**config.mk**
```make
export PLATFORM = sky130hd
export DESIGN_NAME = tpl_probe_unit_flat
export DESIGN_NICKNAME = d
export VERILOG_FILES = /design/src/core/tpl_pkg.sv /design/src/core/tpl_link_if.sv /design/src/core/tpl_probe_unit.sv /design/src/flat_wrapper.sv
export SDC_FILE = /design/constraint.sdc
export NUM_CORES = 1
export LEC_CHECK = 0
export BUFFER_PORTS_ARGS = -buffer_cell sky130_fd_sc_hd__buf_4
export CORE_MARGIN = 4
export CORE_UTILIZATION = 53
export DETAILED_ROUTE_END_ITERATION = 6
export MAX_ROUTING_LAYER = met4
export PLACE_DENSITY = 0.84
export SLEW_MARGIN = 20
export SYNTH_ARGS = -nofsm -noshare
export SYNTH_HDL_FRONTEND = slang
export SYNTH_SLANG_ARGS = --single-unit
```
**constraint.sdc**
```tcl
create_clock -name hclk -period 3.8 [get_ports hclk]
set_clock_uncertainty 0.2 [all_clocks]
set_input_delay 0.57 -clock hclk [delete_from_list [all_inputs] [get_ports hclk]]
set_output_delay 0.57 -clock hclk [all_outputs]
set_load 0.05 [all_outputs]
```
**src/core/tpl_pkg.sv**
```systemverilog
// Shared constants of the touch probe position latch and its controller
package tpl_pkg;

  // ------------------------------------------------------------
  // Object indices of the device side
  // ------------------------------------------------------------
  localparam logic [15:0] OBJ_POSITION_RANGE_LIMIT = 16'h607B;
  localparam logic [15:0] OBJ_PROBE_FUNCTION_CONTROL = 16'h60B8;
  localparam logic [15:0] OBJ_PROBE_STATUS_FLAGS = 16'h60B9;
  localparam logic [15:0] OBJ_PROBE_CAPTURED_POSITION = 16'h60BA;
  localparam logic [15:0] OBJ_POSITIONING_OPTION_CODE = 16'h60F2;

  // ------------------------------------------------------------
  // Field layout and codes
  // ------------------------------------------------------------
  localparam int NUM_LATCH = 5;
  localparam int CW_FAULT_ACK_BIT = 7;
  localparam int PF_SEL_LSB = 8;
  localparam int PS_ACK_LSB = 8;
  localparam int POC_MODE_LSB = 6;
  localparam logic [1:0] PROBE_IMPL_STD = 2'h1;
  localparam logic [1:0] PROBE_IMPL_VENDOR = 2'h2;
  localparam logic [7:0] INPUT_FN_MEASURE = 8'h0F;
  localparam logic [15:0] FAULT_CLEAR_PARAM_NUM = 16'h0099;
  localparam logic [15:0] FAULT_CLEAR_VALUE = 16'h0001;
  localparam logic [63:0] EMCY_ACK_DATA = 64'h0000000000000000;
  localparam logic [1:0] TABLE_LINEAR = 2'h0;
  localparam logic [1:0] TABLE_LEFT = 2'h1;
  localparam logic [1:0] TABLE_RIGHT = 2'h2;
  localparam logic [1:0] TABLE_SHORTEST = 2'h3;

  // ------------------------------------------------------------
  // Controller register map (AHB-Lite byte offsets)
  // ------------------------------------------------------------
  localparam logic [7:0] REG_CONTROL_WORD = 8'h00;
  localparam logic [7:0] REG_PROBE_FUNCTION = 8'h04;
  localparam logic [7:0] REG_POSITION_OPTION = 8'h08;
  localparam logic [7:0] REG_RANGE_LIMIT = 8'h0C;
  localparam logic [7:0] REG_PROBE_SETUP = 8'h10;
  localparam logic [7:0] REG_FAULT_CLEAR = 8'h14;
  localparam logic [7:0] REG_STATUS = 8'h18;
  localparam logic [7:0] REG_POSITION = 8'h1C;
  localparam logic [7:0] REG_EMCY_LOW = 8'h20;
  localparam logic [7:0] REG_EMCY_HIGH = 8'h24;
  localparam logic [7:0] REG_IRQ_STATUS = 8'h28;
  localparam logic [7:0] REG_IRQ_MASK = 8'h2C;
  localparam int IRQ_EMCY = 0;
  localparam int IRQ_CAPTURE = 1;
  localparam int IRQ_FAULT = 2;
  localparam int IRQ_W = 3;

  // ------------------------------------------------------------
  // Reset values
  // ------------------------------------------------------------
  localparam logic [15:0] RST_CONTROL_WORD = 16'h0000;
  localparam logic [15:0] RST_PROBE_FUNCTION = 16'h0000;
  localparam logic [15:0] RST_POSITION_OPTION = 16'h0000;
  localparam logic [31:0] RST_RANGE_LIMIT = 32'h00000000;
  localparam logic [2:0] RST_IRQ_MASK = 3'h0;

  typedef enum {FAULT_IDLE, FAULT_ACTIVE, FAULT_CLEARED} tpl_fault_t;

endpackage

```
**src/core/tpl_link_if.sv**
```systemverilog
// Process data link between the fieldbus controller and the probe unit
`timescale 1ns/100ps
interface tpl_link_if;
  logic [15:0] control_word;
  logic [15:0] probe_function;
  logic [15:0] position_option;
  logic [31:0] range_limit;
  logic [1:0] probe_impl;
  logic [7:0] input_fn_one;
  logic [7:0] input_fn_two;
  logic fault_clear_wr;
  logic [15:0] fault_clear_value;
  logic [15:0] probe_status;
  logic [31:0] probe_position;
  logic emcy_valid;
  logic [63:0] emcy_data;
  logic fault_active;

  modport dev (
    input control_word, probe_function, position_option, range_limit,
    input probe_impl, input_fn_one, input_fn_two,
    input fault_clear_wr, fault_clear_value,
    output probe_status, probe_position, emcy_valid, emcy_data,
    output fault_active
  );
  modport ctl (
    output control_word, probe_function, position_option, range_limit,
    output probe_impl, input_fn_one, input_fn_two,
    output fault_clear_wr, fault_clear_value,
    input probe_status, probe_position, emcy_valid, emcy_data,
    input fault_active
  );
endinterface

```
**src/core/tpl_probe_unit.sv**
```systemverilog
// Device end: position capture latches, fault acknowledgement, table mode
//
// What this block does
// - Rising control bit 7 acknowledges error
// - Cleared error sends all-zero emergency message
// - Persisting error resends emergency, re-enters fault
// - Writing 1 to parameter 153 clears
// - Capture on two inputs and index
// - Master selects implementation value 2 only; the controller refuses only value 1 and passes 0 and 3 on
// - Master sets input function code 15
// - Function bits 0-4 arm five latches
// - Function bits 8-12 select read latch
// - Master re-arms by clearing then setting
// - Armed event sets matching valid bit
// - Status bits 8-11 echo read code
// - Position output follows set acknowledge code
// - Option bits 6-7 give table direction
//
// Register access over AHB-Lite was decided locally.
`timescale 1ns/100ps
module tpl_probe_unit
  import tpl_pkg::*;
#(
  parameter int POS_W = 32
) (
  input wire logic hclk,
  input wire logic hresetn,
  tpl_link_if.dev link,
  input wire logic capture_input_one,
  input wire logic capture_input_two,
  input wire logic index_pulse,
  input wire logic [POS_W-1:0] drive_position,
  input wire logic error_cause,
  input wire logic [15:0] error_code,
  output logic [1:0] table_mode,
  output logic [31:0] range_limit_out
);

  // ------------------------------------------------------------
  // Edge detection on the event inputs
  // ------------------------------------------------------------
  logic in_one_q;
  logic in_two_q;
  logic index_q;
  logic [NUM_LATCH-1:0] event_hit;
  logic fn_one_ok;
  logic fn_two_ok;
  logic impl_ok;

  always_ff @(posedge hclk or negedge hresetn) begin
    if (!hresetn) begin
      in_one_q <= 1'b0;
      in_two_q <= 1'b0;
      index_q <= 1'b0;
    end else begin
      in_one_q <= capture_input_one;
      in_two_q <= capture_input_two;
      index_q <= index_pulse;
    end
  end

  // Vendor variant only; the standard one is refused outright
  assign impl_ok = (link.probe_impl == PROBE_IMPL_VENDOR);
  assign fn_one_ok = (link.input_fn_one == INPUT_FN_MEASURE);
  assign fn_two_ok = (link.input_fn_two == INPUT_FN_MEASURE);

  always_comb begin
    event_hit = '0;
    if (impl_ok) begin
      event_hit[0] = fn_one_ok && capture_input_one && !in_one_q;
      event_hit[1] = fn_one_ok && !capture_input_one && in_one_q;
      event_hit[2] = fn_two_ok && capture_input_two && !in_two_q;
      event_hit[3] = fn_two_ok && !capture_input_two && in_two_q;
      event_hit[4] = index_pulse && !index_q;
    end
  end

  // ------------------------------------------------------------
  // Latches
  // ------------------------------------------------------------
  logic [NUM_LATCH-1:0] arm_q;
  logic [NUM_LATCH-1:0] armed;
  logic [NUM_LATCH-1:0] valid;
  logic [POS_W-1:0] stored [NUM_LATCH];

  always_ff @(posedge hclk or negedge hresetn) begin
    if (!hresetn) begin
      arm_q <= '0;
    end else begin
      arm_q <= link.probe_function[NUM_LATCH-1:0];
    end
  end

  genvar gi;
  generate
    for (gi = 0; gi < NUM_LATCH; gi++) begin : g_latch
      logic arm_rise;
      logic arm_on;
      assign arm_on = link.probe_function[gi];
      // Arming is edge controlled, a held bit never re-arms
      assign arm_rise = arm_on && !arm_q[gi];

      always_ff @(posedge hclk or negedge hresetn) begin
        if (!hresetn) begin
          armed[gi] <= 1'b0;
        end else if (!arm_on) begin
          armed[gi] <= 1'b0;
        end else if (arm_rise) begin
          armed[gi] <= 1'b1;
        end else if (event_hit[gi]) begin
          armed[gi] <= 1'b0;
        end
      end

      always_ff @(posedge hclk or negedge hresetn) begin
        if (!hresetn) begin
          valid[gi] <= 1'b0;
        end else if (!arm_on || arm_rise) begin
          valid[gi] <= 1'b0;
        end else if (armed[gi] && event_hit[gi]) begin
          valid[gi] <= 1'b1;
        end
      end

      always_ff @(posedge hclk or negedge hresetn) begin
        if (!hresetn) begin
          stored[gi] <= '0;
        end else if (armed[gi] && event_hit[gi] && !arm_rise) begin
          stored[gi] <= drive_position;
        end
      end
    end
  endgenerate

  // ------------------------------------------------------------
  // Read selection, acknowledge code and position value
  // ------------------------------------------------------------
  logic [4:0] read_sel;
  logic sel_legal;
  logic sel_valid;
  logic [2:0] sel_idx;
  logic [3:0] ack_code;

  assign read_sel = link.probe_function[PF_SEL_LSB +: 5];
  assign sel_legal = (read_sel >= 5'h01) && (read_sel <= 5'h05);
  assign sel_idx = 3'(read_sel - 5'h01);
  assign sel_valid = sel_legal && valid[sel_idx];

  always_ff @(posedge hclk or negedge hresetn) begin
    if (!hresetn) begin
      ack_code <= 4'h0;
    end else if (sel_valid) begin
      ack_code <= read_sel[3:0];
    end else begin
      ack_code <= 4'h0;
    end
  end

  // Position lags the code by one edge and changes only while the code is nonzero
  always_ff @(posedge hclk or negedge hresetn) begin
    if (!hresetn) begin
      link.probe_position <= 32'h00000000;
    end else if (ack_code != 4'h0) begin
      link.probe_position <= 32'(stored[3'(ack_code - 4'h1)]);
    end
  end

  assign link.probe_status = {4'h0, ack_code, 3'h0, valid};

  // ------------------------------------------------------------
  // Fault acknowledgement and emergency messages
  // ------------------------------------------------------------
  logic cw_ack_q;
  logic ack_req;
  tpl_fault_t fault_state;

  always_ff @(posedge hclk or negedge hresetn) begin
    if (!hresetn) begin
      cw_ack_q <= 1'b0;
    end else begin
      cw_ack_q <= link.control_word[CW_FAULT_ACK_BIT];
    end
  end

  // Either mechanism is enough; both together still give one clear
  assign ack_req = (link.control_word[CW_FAULT_ACK_BIT] && !cw_ack_q)
    || (link.fault_clear_wr
        && link.fault_clear_value == FAULT_CLEAR_VALUE);

  always_ff @(posedge hclk or negedge hresetn) begin
    if (!hresetn) begin
      fault_state <= FAULT_IDLE;
    end else begin
      case (fault_state)
        FAULT_IDLE: begin
          if (error_cause) begin
            fault_state <= FAULT_ACTIVE;
          end
        end
        FAULT_ACTIVE: begin
          if (ack_req) begin
            fault_state <= FAULT_CLEARED;
          end
        end
        FAULT_CLEARED: begin
          if (error_cause) begin
            fault_state <= FAULT_ACTIVE;
          end else begin
            fault_state <= FAULT_IDLE;
          end
        end
        default: fault_state <= FAULT_IDLE;
      endcase
    end
  end

  always_ff @(posedge hclk or negedge hresetn) begin
    if (!hresetn) begin
      link.emcy_valid <= 1'b0;
      link.emcy_data <= EMCY_ACK_DATA;
    end else begin
      link.emcy_valid <= 1'b0;
      case (fault_state)
        FAULT_IDLE: begin
          if (error_cause) begin
            link.emcy_valid <= 1'b1;
            link.emcy_data <= {48'h000000000000, error_code};
          end
        end
        FAULT_ACTIVE: begin
          if (ack_req) begin
            link.emcy_valid <= 1'b1;
            link.emcy_data <= EMCY_ACK_DATA;
          end
        end
        FAULT_CLEARED: begin
          if (error_cause) begin
            link.emcy_valid <= 1'b1;
            link.emcy_data <= {48'h000000000000, error_code};
          end
        end
        default: link.emcy_valid <= 1'b0;
      endcase
    end
  end

  assign link.fault_active = (fault_state == FAULT_ACTIVE);

  // ------------------------------------------------------------
  // Indexing table option and range limit
  // ------------------------------------------------------------
  always_ff @(posedge hclk or negedge hresetn) begin
    if (!hresetn) begin
      table_mode <= TABLE_LINEAR;
      range_limit_out <= RST_RANGE_LIMIT;
    end else begin
      table_mode <= link.position_option[POC_MODE_LSB +: 2];
      range_limit_out <= link.range_limit;
    end
  end

endmodule

```
**src/flat_wrapper.sv**
```systemverilog
// flat-port wrapper written by rule: the top's interface ports become plain ports
module tpl_probe_unit_flat import tpl_pkg::*;
#(
  parameter int POS_W = 32
)
  (hclk, hresetn, capture_input_one, capture_input_two, index_pulse, drive_position, error_cause, error_code, table_mode, range_limit_out, link_control_word, link_probe_function, link_position_option, link_range_limit, link_probe_impl, link_input_fn_one, link_input_fn_two, link_fault_clear_wr, link_fault_clear_value, link_probe_status, link_probe_position, link_emcy_valid, link_emcy_data, link_fault_active);
  tpl_link_if link_i ();
  input wire logic hclk;
  input wire logic hresetn;
  input wire logic capture_input_one;
  input wire logic capture_input_two;
  input wire logic index_pulse;
  input wire logic [POS_W-1:0] drive_position;
  input wire logic error_cause;
  input wire logic [15:0] error_code;
  output logic [1:0] table_mode;
  output logic [31:0] range_limit_out;
  input wire logic [$bits(link_i.control_word)-1:0] link_control_word;
  input wire logic [$bits(link_i.probe_function)-1:0] link_probe_function;
  input wire logic [$bits(link_i.position_option)-1:0] link_position_option;
  input wire logic [$bits(link_i.range_limit)-1:0] link_range_limit;
  input wire logic [$bits(link_i.probe_impl)-1:0] link_probe_impl;
  input wire logic [$bits(link_i.input_fn_one)-1:0] link_input_fn_one;
  input wire logic [$bits(link_i.input_fn_two)-1:0] link_input_fn_two;
  input wire logic [$bits(link_i.fault_clear_wr)-1:0] link_fault_clear_wr;
  input wire logic [$bits(link_i.fault_clear_value)-1:0] link_fault_clear_value;
  output wire logic [$bits(link_i.probe_status)-1:0] link_probe_status;
  output wire logic [$bits(link_i.probe_position)-1:0] link_probe_position;
  output wire logic [$bits(link_i.emcy_valid)-1:0] link_emcy_valid;
  output wire logic [$bits(link_i.emcy_data)-1:0] link_emcy_data;
  output wire logic [$bits(link_i.fault_active)-1:0] link_fault_active;
  assign link_i.control_word = link_control_word;
  assign link_i.probe_function = link_probe_function;
  assign link_i.position_option = link_position_option;
  assign link_i.range_limit = link_range_limit;
  assign link_i.probe_impl = link_probe_impl;
  assign link_i.input_fn_one = link_input_fn_one;
  assign link_i.input_fn_two = link_input_fn_two;
  assign link_i.fault_clear_wr = link_fault_clear_wr;
  assign link_i.fault_clear_value = link_fault_clear_value;
  assign link_probe_status = link_i.probe_status;
  assign link_probe_position = link_i.probe_position;
  assign link_emcy_valid = link_i.emcy_valid;
  assign link_emcy_data = link_i.emcy_data;
  assign link_fault_active = link_i.fault_active;
  tpl_probe_unit #(.POS_W(POS_W)) u_core (.hclk(hclk), .hresetn(hresetn), .link(link_i), .capture_input_one(capture_input_one), .capture_input_two(capture_input_two), .index_pulse(index_pulse), .drive_position(drive_position), .error_cause(error_cause), .error_code(error_code), .table_mode(table_mode), .range_limit_out(range_limit_out));
endmodule
```
## Word-level counts from Yosys, hierarchy flattened

Cells that the tools add are included.
Widths: inputs -> output; s select.

- Flip-flop bits (word level): 346
- Latch bits: 0
- RAM bits: 0
- Bits in read-only memories: 0
- Bits of input ports: 169
- Output and inout port bits: 148
- Memories kept: 0

- Add/sub/neg operators: 2
- Multiply operators: 0
- Div/mod/pow operators: 0
- $lt $le $gt $ge: 4
- Eq/ne operators: 15
- Shifts and indexed selects: 0
- Muxes and demuxes: 42
- Bitwise gates (word level): 1
- Reductions and logical operators: 66

Operator list:

| kind | count |
|---|---|
| $mux 32 | 4 |
| $mux 64 | 2 |
| $pmux 64 s2 | 1 |
| $bmux 32 s3 | 1 |
| $pmux 32 s3 | 1 |
| $eq 32x2->1 const B | 2 |
| $eq 32x1->1 const B | 1 |
| $logic_not 32->1 | 1 |
| $mux 1 | 29 |
| $logic_and 1x1->1 | 28 |
| $logic_not 1->1 | 21 |
| $eq 16x1->1 const B | 1 |
| $eq 8x4->1 const B | 2 |
| $ne 3x1->1 const B | 5 |
| $reduce_bool 2->1 | 6 |
| $logic_or 1x1->1 | 6 |
| $sub 3x1->3 const B | 2 |
| $ge 5x1->1 const B | 1 |
| $le 5x3->1 const B | 1 |
| $mux 5 | 1 |
| $ge 4x4->1 const B | 1 |
| $lt 3x4->1 const B | 1 |
| $mux 4 | 1 |
| $ne 2x1->1 const B | 2 |
| other kinds (9) | 9 |

## Longest topological paths before layout

Gate-level depths: netlist (run 1).

- Depth after elaboration: 7
- Depth in mapped cells: 9
- Depth with buffers taken out: 6

## Least setup slack after synthesis (run 1)

No wires, ideal clock.

- Path kind: register to register
- From: reg u_core.ack_code[0]
- To: reg u_core.link.probe_position[10]
- Setup time: 0.126 ns
- Arrival: 2.765 ns
- Path slack: 0.709 ns
- Cell stages (with the launch flop): 10
- Path buffers: 4
- Period minus slack after synthesis: 3.091 ns
- Cell sequence: dfrtp_1 buf_2 buf_2 inv_1 ha_1 clkbuf_1 clkbuf_1 mux4_2 nor2b_1 a221o_1

- Cells in the longest elaborated chain, start to end: 5
- Elaborated cells between the ends (all ways): 6
- Those cells by class: add/sub (1); mux (3); bitwise (1); reduce/logical (1)

RTL lines:

| what | RTL line | text |
|---|---|---|
| from (decl) | tpl_probe_unit.sv:142 | `logic [3:0] ack_code;` |
| from (signal assigned) | tpl_probe_unit.sv:153 | `ack_code <= read_sel[3:0];` |
| $sub 3x1->3 | tpl_probe_unit.sv:164 | `link.probe_position <= 32'(stored[3'(ack_code - 4'h1)]);` |
| $not 3->4 (implied by the code) | tpl_probe_unit.sv:164 |  |
| $bmux 32 s3 | tpl_probe_unit.sv:164 |  |
| $mux 32 (implied by the code) (2 in a row) | tpl_probe_unit.sv:164 |  |
| to (signal assigned) | tpl_probe_unit.sv:164 |  |
| to (decl) | tpl_link_if.sv:23 | `output probe_status, probe_position, emcy_valid, emcy_data,` |

Parallel ways exist; a longest one is shown, timed or not. The select of a mux whose other input is x is not followed.
A chain may end at the register's enable or synchronous reset.

## Final worst setup path (run 1)

- From: reg u_core.ack_code[1]
- To: reg u_core.link.probe_position[5]

The elaborated chain is that of the path after synthesis.

==> results of run 1 <==
[layer usage]
layer | GRT usage | part of all wire | vias to the layer above
li1 | - | - | 3090
met1 | 0.301 | 0.41 | 3688
met2 | 0.380 | 0.51 | 218
met3 | 0.0274 | 0.046 | 54
met4 | 0.0719 | 0.028 | 0
met5 | - | 0 | -
[how the worst max path moves through the flow]
| stage | slack [ns] | endpoint |
|---|---|---|
| 4_1_cts | 1.17 | link_probe_status[8] |
| 3_3_place_gp | 1.01 | u_core.stored[48] |
| 6_report | 1.22 | u_core.link.probe_position[5] |
| 2_1_floorplan | 0.71 | u_core.link.probe_position[10] |
| 3_5_place_dp | 0.99 | u_core.stored[46] |
| 5_1_grt | 1.10 | link_probe_status[8] |
[cell type report]
| class | instances | area share |
|---|---|---|
| repair buffers | 288 | 0.155 |
| well taps | 280 | 0.0237 |
| multi-input cells | 414 | 0.307 |
| flip-flops and latches | 268 | 0.453 |
| clock buffers | 37 | 0.0522 |
| inverters | 8 | 0.00203 |
| clock inverters | 12 | 0.00760 |
[cells in the mapped netlist (all sizes together) (2+ instances only)]
cell type	instances	area (µm²)
a21boi	2	15.0
a21oi	6	30.0
a221o	32	320
a22o	16	140
and2	4	25.0
buf	74	583
clkbuf	16	60.1
dfrtp	268	6710
ha	3	37.5
inv	8	30.0
mux2	160	2250
mux4	33	743
nand2	8	30.0
nand2b	14	87.6
nand3	6	50.1
nand4b	2	17.5
nor2	7	26.3
nor2b	34	213
nor4	6	104
o211a	2	20.0
o21ai	7	35.0
or3	2	12.5
or4b	3	37.5
[flip-flops by register name, indices dropped and copies added (netlist names), 2 cells and up]
signal / flops
u_core.range_limit_out: 32
u_core.link.probe_position: 32
u_core.table_mode: 2
u_core.armed: 5
u_core.ack_code: 4
u_core.arm_q: 5
u_core.stored: 160
u_core.link.emcy_data: 16
u_core.link.probe_status: 5
u_core.fault_state: 2
[power groups by stage]
stage               logic [mW]  registers [mW]  clock network (mW)
CTS                       1.14            3.14                2.70
finish                    1.13            3.15                2.63
global route              1.19            3.16                2.84
detailed placement        1.09            3.19                   0
global placement          1.07            3.17                   0
floorplan                0.384            3.50                   0
[kinds of logic after synthesis]
logic type               Yosys count  share of synthesized area
other                              1                   0.000321
flip-flops                       268                      0.575
AO/OA/AOI/OAI                     68                     0.0501
buffers and inverters             98                     0.0577
XOR/XNOR                           2                    0.00150
adder cells (fa/ha/maj)            3                    0.00322
AND/OR/NAND/NOR                   92                     0.0558
multiplexers                     193                      0.257
[per-stage QoR]
step | util | cells | setup WS, ns | power [mW]
final | 0.681 | 1307 | 1.22 | 6.91
after global routing | 0.681 | 1307 | 1.10 | 7.19
after CTS | 0.681 | 1307 | 1.17 | 6.98
after detailed placement | 0.620 | 1214 | 0.987 | 4.28
after global placement | 0.620 | 1214 | 1.01 | 4.25
after floorplan | - | 780 | 0.709 | 3.89
[worst max-delay path, stage by stage, from the launching register on]
cell and delay, ns:
dfrtp_1 0.36, inv_1 0.05, ha_2 0.58, buf_4 0.40, mux4_2 0.36, nor2b_1 0.16
a221o_1 0.32
==> results.json, run 1 <==
{
  "die_w_um": 156,
  "avgSynthCellArea_um2": 16.1,
  "peakVddDrop_v": 0.000331,
  "maxSlewHeadroom": 0.476,
  "leakagePower_nw": 7.60,
  "hold_path_class": "input port to register",
  "p_sw_mw": 1.92,
  "synth_cell_types": 43,
  "clk_latency_ns": 0.52,
  "drt_pass1_iterations": 4,
  "ios": 317,
  "yosys_warnings": 0,
  "status": "finished, final reports clean",
  "multiInputGateArea_um2": 4540,
  "setup_tns_ns": 0,
  "clockPowerShare": 0.381,
  "hold_buffers": 44,
  "tritoncts.num_buffers": 27,
  "synth-edff-count": 0,
  "worstHoldStart": "error_code[5]",
  "wl_per_cell_um": 20.8,
  "regArea_um2": 6710,
  "grt-ovfl-total": 0,
  "r2r_end": "u_core.link.probe_position[5]",
  "grt_setup_unrepaired": "false",
  "setup.worst_path.class": "register to register",
  "share_comb_of_total_power": 0.164,
  "drv_slew": 0,
  "async_reset_ff_frac": 1.00,
  "power.density_nw_per_um2": 467,
  "crit_start": "u_core.ack_code[1]",
  "cp-end-kind": "register",
  "design.die.area_um2": 24500,
  "rrSetupSlack_ns": 1.22,
  "tightest_slew_ns": 0.784,
  "cp_max_fo": 20,
  "postRouteAntennaNets": 0,
  "grt_pass1_wl_um": 43000,
  "cts_resized": 0,
  "regToRegStartpoint": "u_core.ack_code[1]",
  "grt.total_usage": 0.230,
  "postCtsSetupBuffers": 0,
  "antenna_cells": 0,
  "synthesis.area_um2": 11700,
  "holdPathEnd": "u_core.link.emcy_data[5]",
  "yosys_most_used_dff": "dfrtp_1",
  "via_per_inst": 5.39,
  "fp.coreArea_um2": 21800,
  "root_buffer": "clkbuf_16",
  "post-route-period-util": 0.679,
  "dieHeight_um": 156,
  "cts_tree": "built",
  "power_frac_seq": 0.455,
  "p_int_mw": 4.99,
  "final_cell_mix": "dfrtp_1, buf_4, mux2_4",
  "drc": 0,
  "gp_congestion": 0.752,
  "ys_ff_latch": 268,
  "clkTransAtPathRegs_ns": 0.06,
  "syn_inst": 725,
  "cts_max_level": 1,
  "fin_nets": 1179,
  "cp.required_ns": 3.99,
  "drive_gt1_frac": 0.488,
  "yosysSeqAreaShare": 0.575,
  "first_global_vias": 7701,
  "fillCellCount": 1434,
  "routed_wl_um": 27200,
  "maxCapViolations": 0,
  "clk_path_buf_depth": 3,
  "antenna_found_initial": 0,
  "fmax_mhz": 388,
  "dp_hpwl_um": 16700,
  "min_path_cells": 2,
  "final_common_cell": "dfrtp_1",
  "postPlaceCellArea_um2": 13500,
  "reg2reg_depth": 6,
  "hold_ws_ns": 0.0775,
  "area_growth_pct": 26.9,
  "swShare": 0.278,
  "placement.io_buffers": 226,
  "fin_area_um2": 14800,
  "arrival_ns": 2.77,
  "start_kind": "register",
  "finalCriticalPeriod_ns": 2.58,
  "vias": 7050,
  "rows": 54,
  "grt_max_degree": 88,
  "cts_sinks": 268,
  "finalSetupViolCount": 0,
  "start_util": 0.536,
  "hold_violations": 0,
  "drtIter0Drc": 393
}
Note: power is estimated with default switching activity, not from simulation.
==> run 2, diff against run 1 <==
Clock period 3.8 ns to 2.4 ns, I/O delays scaled along.
==> run 2 against run 1 <==
Against the previous run:
- wire length increased by 8.5%
- combinational power rose by 70%
- clock power grew 69%
- register-to-register slack lost 0.95 ns
- critical endpoint is now u_core.link.probe_position[31]
- final area up 5.5%
==> results.json, run 2 (same netlist as run 1, synthesis figures left out) <==
{
  "leakagePower_nw": 7.96,
  "ios": 317,
  "status": "finished, final reports clean",
  "hold_violations": 0,
  "clk_path_buf_depth": 3,
  "grt_setup_unrepaired": "false",
  "fin_nets": 1242,
  "cts_resized": 0,
  "vias": 7442,
  "largest_reg_flops": 160,
  "final_cell_mix": "dfrtp_1, buf_4, mux2_4",
  "drc": 0,
  "postCtsSetupBuffers": 0,
  "grt-ovfl-total": 0,
  "power.total_mw": 11.4,
  "postRouteAntennaNets": 0,
  "p_sw_mw": 3.20,
  "routed_wl_um": 29500,
  "start_util": 0.536,
  "placement.io_buffers": 226,
  "arrival_ns": 2.34,
  "grt.total_usage": 0.249,
  "antenna_found_initial": 4,
  "cp.required_ns": 2.62,
  "drv_slew": 0,
  "cts_max_level": 1,
  "final_common_cell": "dfrtp_1",
  "p_int_mw": 8.15,
  "fin_cells": 1374,
  "drt_pass1_iterations": 5,
  "cp_max_fo": 13,
  "fmax_mhz": 470,
  "cts_tree": "built",
  "maxCapViolations": 0,
  "rows": 54,
  "drive_gt1_frac": 0.468,
  "die_w_um": 156,
  "maxSlewHeadroom": 0.557,
  "dp_hpwl_um": 17600,
  "clockPowerShare": 0.391,
  "clk_latency_ns": 0.54,
  "grt_pass1_wl_um": 46600,
  "regMostFlops": "u_core.stored",
  "grt_max_degree": 82,
  "finalSetupViolCount": 0,
  "tightest_slew_ns": 0.662,
  "power.density_nw_per_um2": 727,
  "gp_congestion": 0.818,
  "rrSetupSlack_ns": 0.27,
  "via_per_inst": 5.42,
  "dieHeight_um": 156,
  "fillCellCount": 1329,
  "reg_top3": "u_core.stored x160, u_core.link.probe_position x32, u_core.range_limit_out x32",
  "start_kind": "register",
  "cts_sinks": 268,
  "finalCriticalPeriod_ns": 2.13,
  "dp.cells": 1222,
  "area_growth_pct": 33.9,
  "setup.worst_path.class": "register to register",
  "power_frac_seq": 0.440,
  "post-route-period-util": 0.887,
  "tritoncts.num_buffers": 29,
  "first_global_vias": 8279,
  "swShare": 0.282,
  "design.die.area_um2": 24500,
  "share_comb_of_total_power": 0.169,
  "fp.coreArea_um2": 21800,
  "drtIter0Drc": 378,
  "cp-end-kind": "register",
  "peakVddDrop_v": 0.000642,
  "hold_buffers": 97,
  "clkTransAtPathRegs_ns": 0.07,
  "wl_per_cell_um": 21.5,
  "hold_path_class": "input port to register",
  "root_buffer": "clkbuf_16"
}
[run 2: worst paths after layout]
path	startpoint	endpoint	cells after the start
min reg2reg	u_core.arm_q[3]	u_core.armed[3]	1
min in group asynchronous	hresetn	u_core.stored[29]	2
max reg2reg	u_core.ack_code[0]	u_core.link.probe_position[31]	6
min	link_probe_function[12]	u_core.ack_code[2]	4
max in group asynchronous	hresetn	u_core.link.probe_status[4]	3
max	u_core.ack_code[0]	u_core.link.probe_position[31]	6
[run 2: metrics by stage]
stage               area (µm²)  worst slack [ns]   util  hold slack [ns]  TNS [ns]
floorplan                11900           0.00288      -           -0.136         0
global placement         13700           -0.0446  0.629           0.0563     -2.08
detailed placement       13700           -0.0702  0.629           0.0568     -6.14
CTS                      15600             0.258  0.718           0.0216         0
global route             15600             0.167  0.718           0.0396         0
finish                   15600             0.272  0.718           0.0570         0
[run 2: per-layer routing]
layer | GRT usage | part of all wire
met1 | 0.303 | 0.39
met5 | - | 0
met3 | 0.0329 | 0.044
met2 | 0.429 | 0.53
met4 | 0.0884 | 0.037
[run 2: critical path: stages, from the launching register on]
cell,delay (ns)
dfrtp_2,0.40
inv_2,0.05
ha_4,0.41
buf_4,0.22
mux4_2,0.30
nor2b_1,0.16
a221o_1,0.26
[run 2: area by class of cell]
cell class / instances / area [µm²] / share of cell area
Clock inverter: 9 / 106 / 0.00681
Antenna cell: 4 / 10.0 / 0.000641
Multi-Input combinational cell: 414 / 4550 / 0.292
Inverter: 8 / 30.0 / 0.00192
Tap cell: 280 / 350 / 0.0224
Timing Repair Buffer: 349 / 3020 / 0.193
Clock buffer: 42 / 845 / 0.0541
Sequential cell: 268 / 6710 / 0.429
[run 2: power groups by stage]
stage,logic (mW),registers (mW),clock network [mW]
CTS,1.90,4.98,4.49
global placement,1.72,5.03,0
finish,1.92,4.99,4.44
detailed placement,1.76,5.05,0
global route,2.01,5.02,4.71
floorplan,0.607,5.55,0
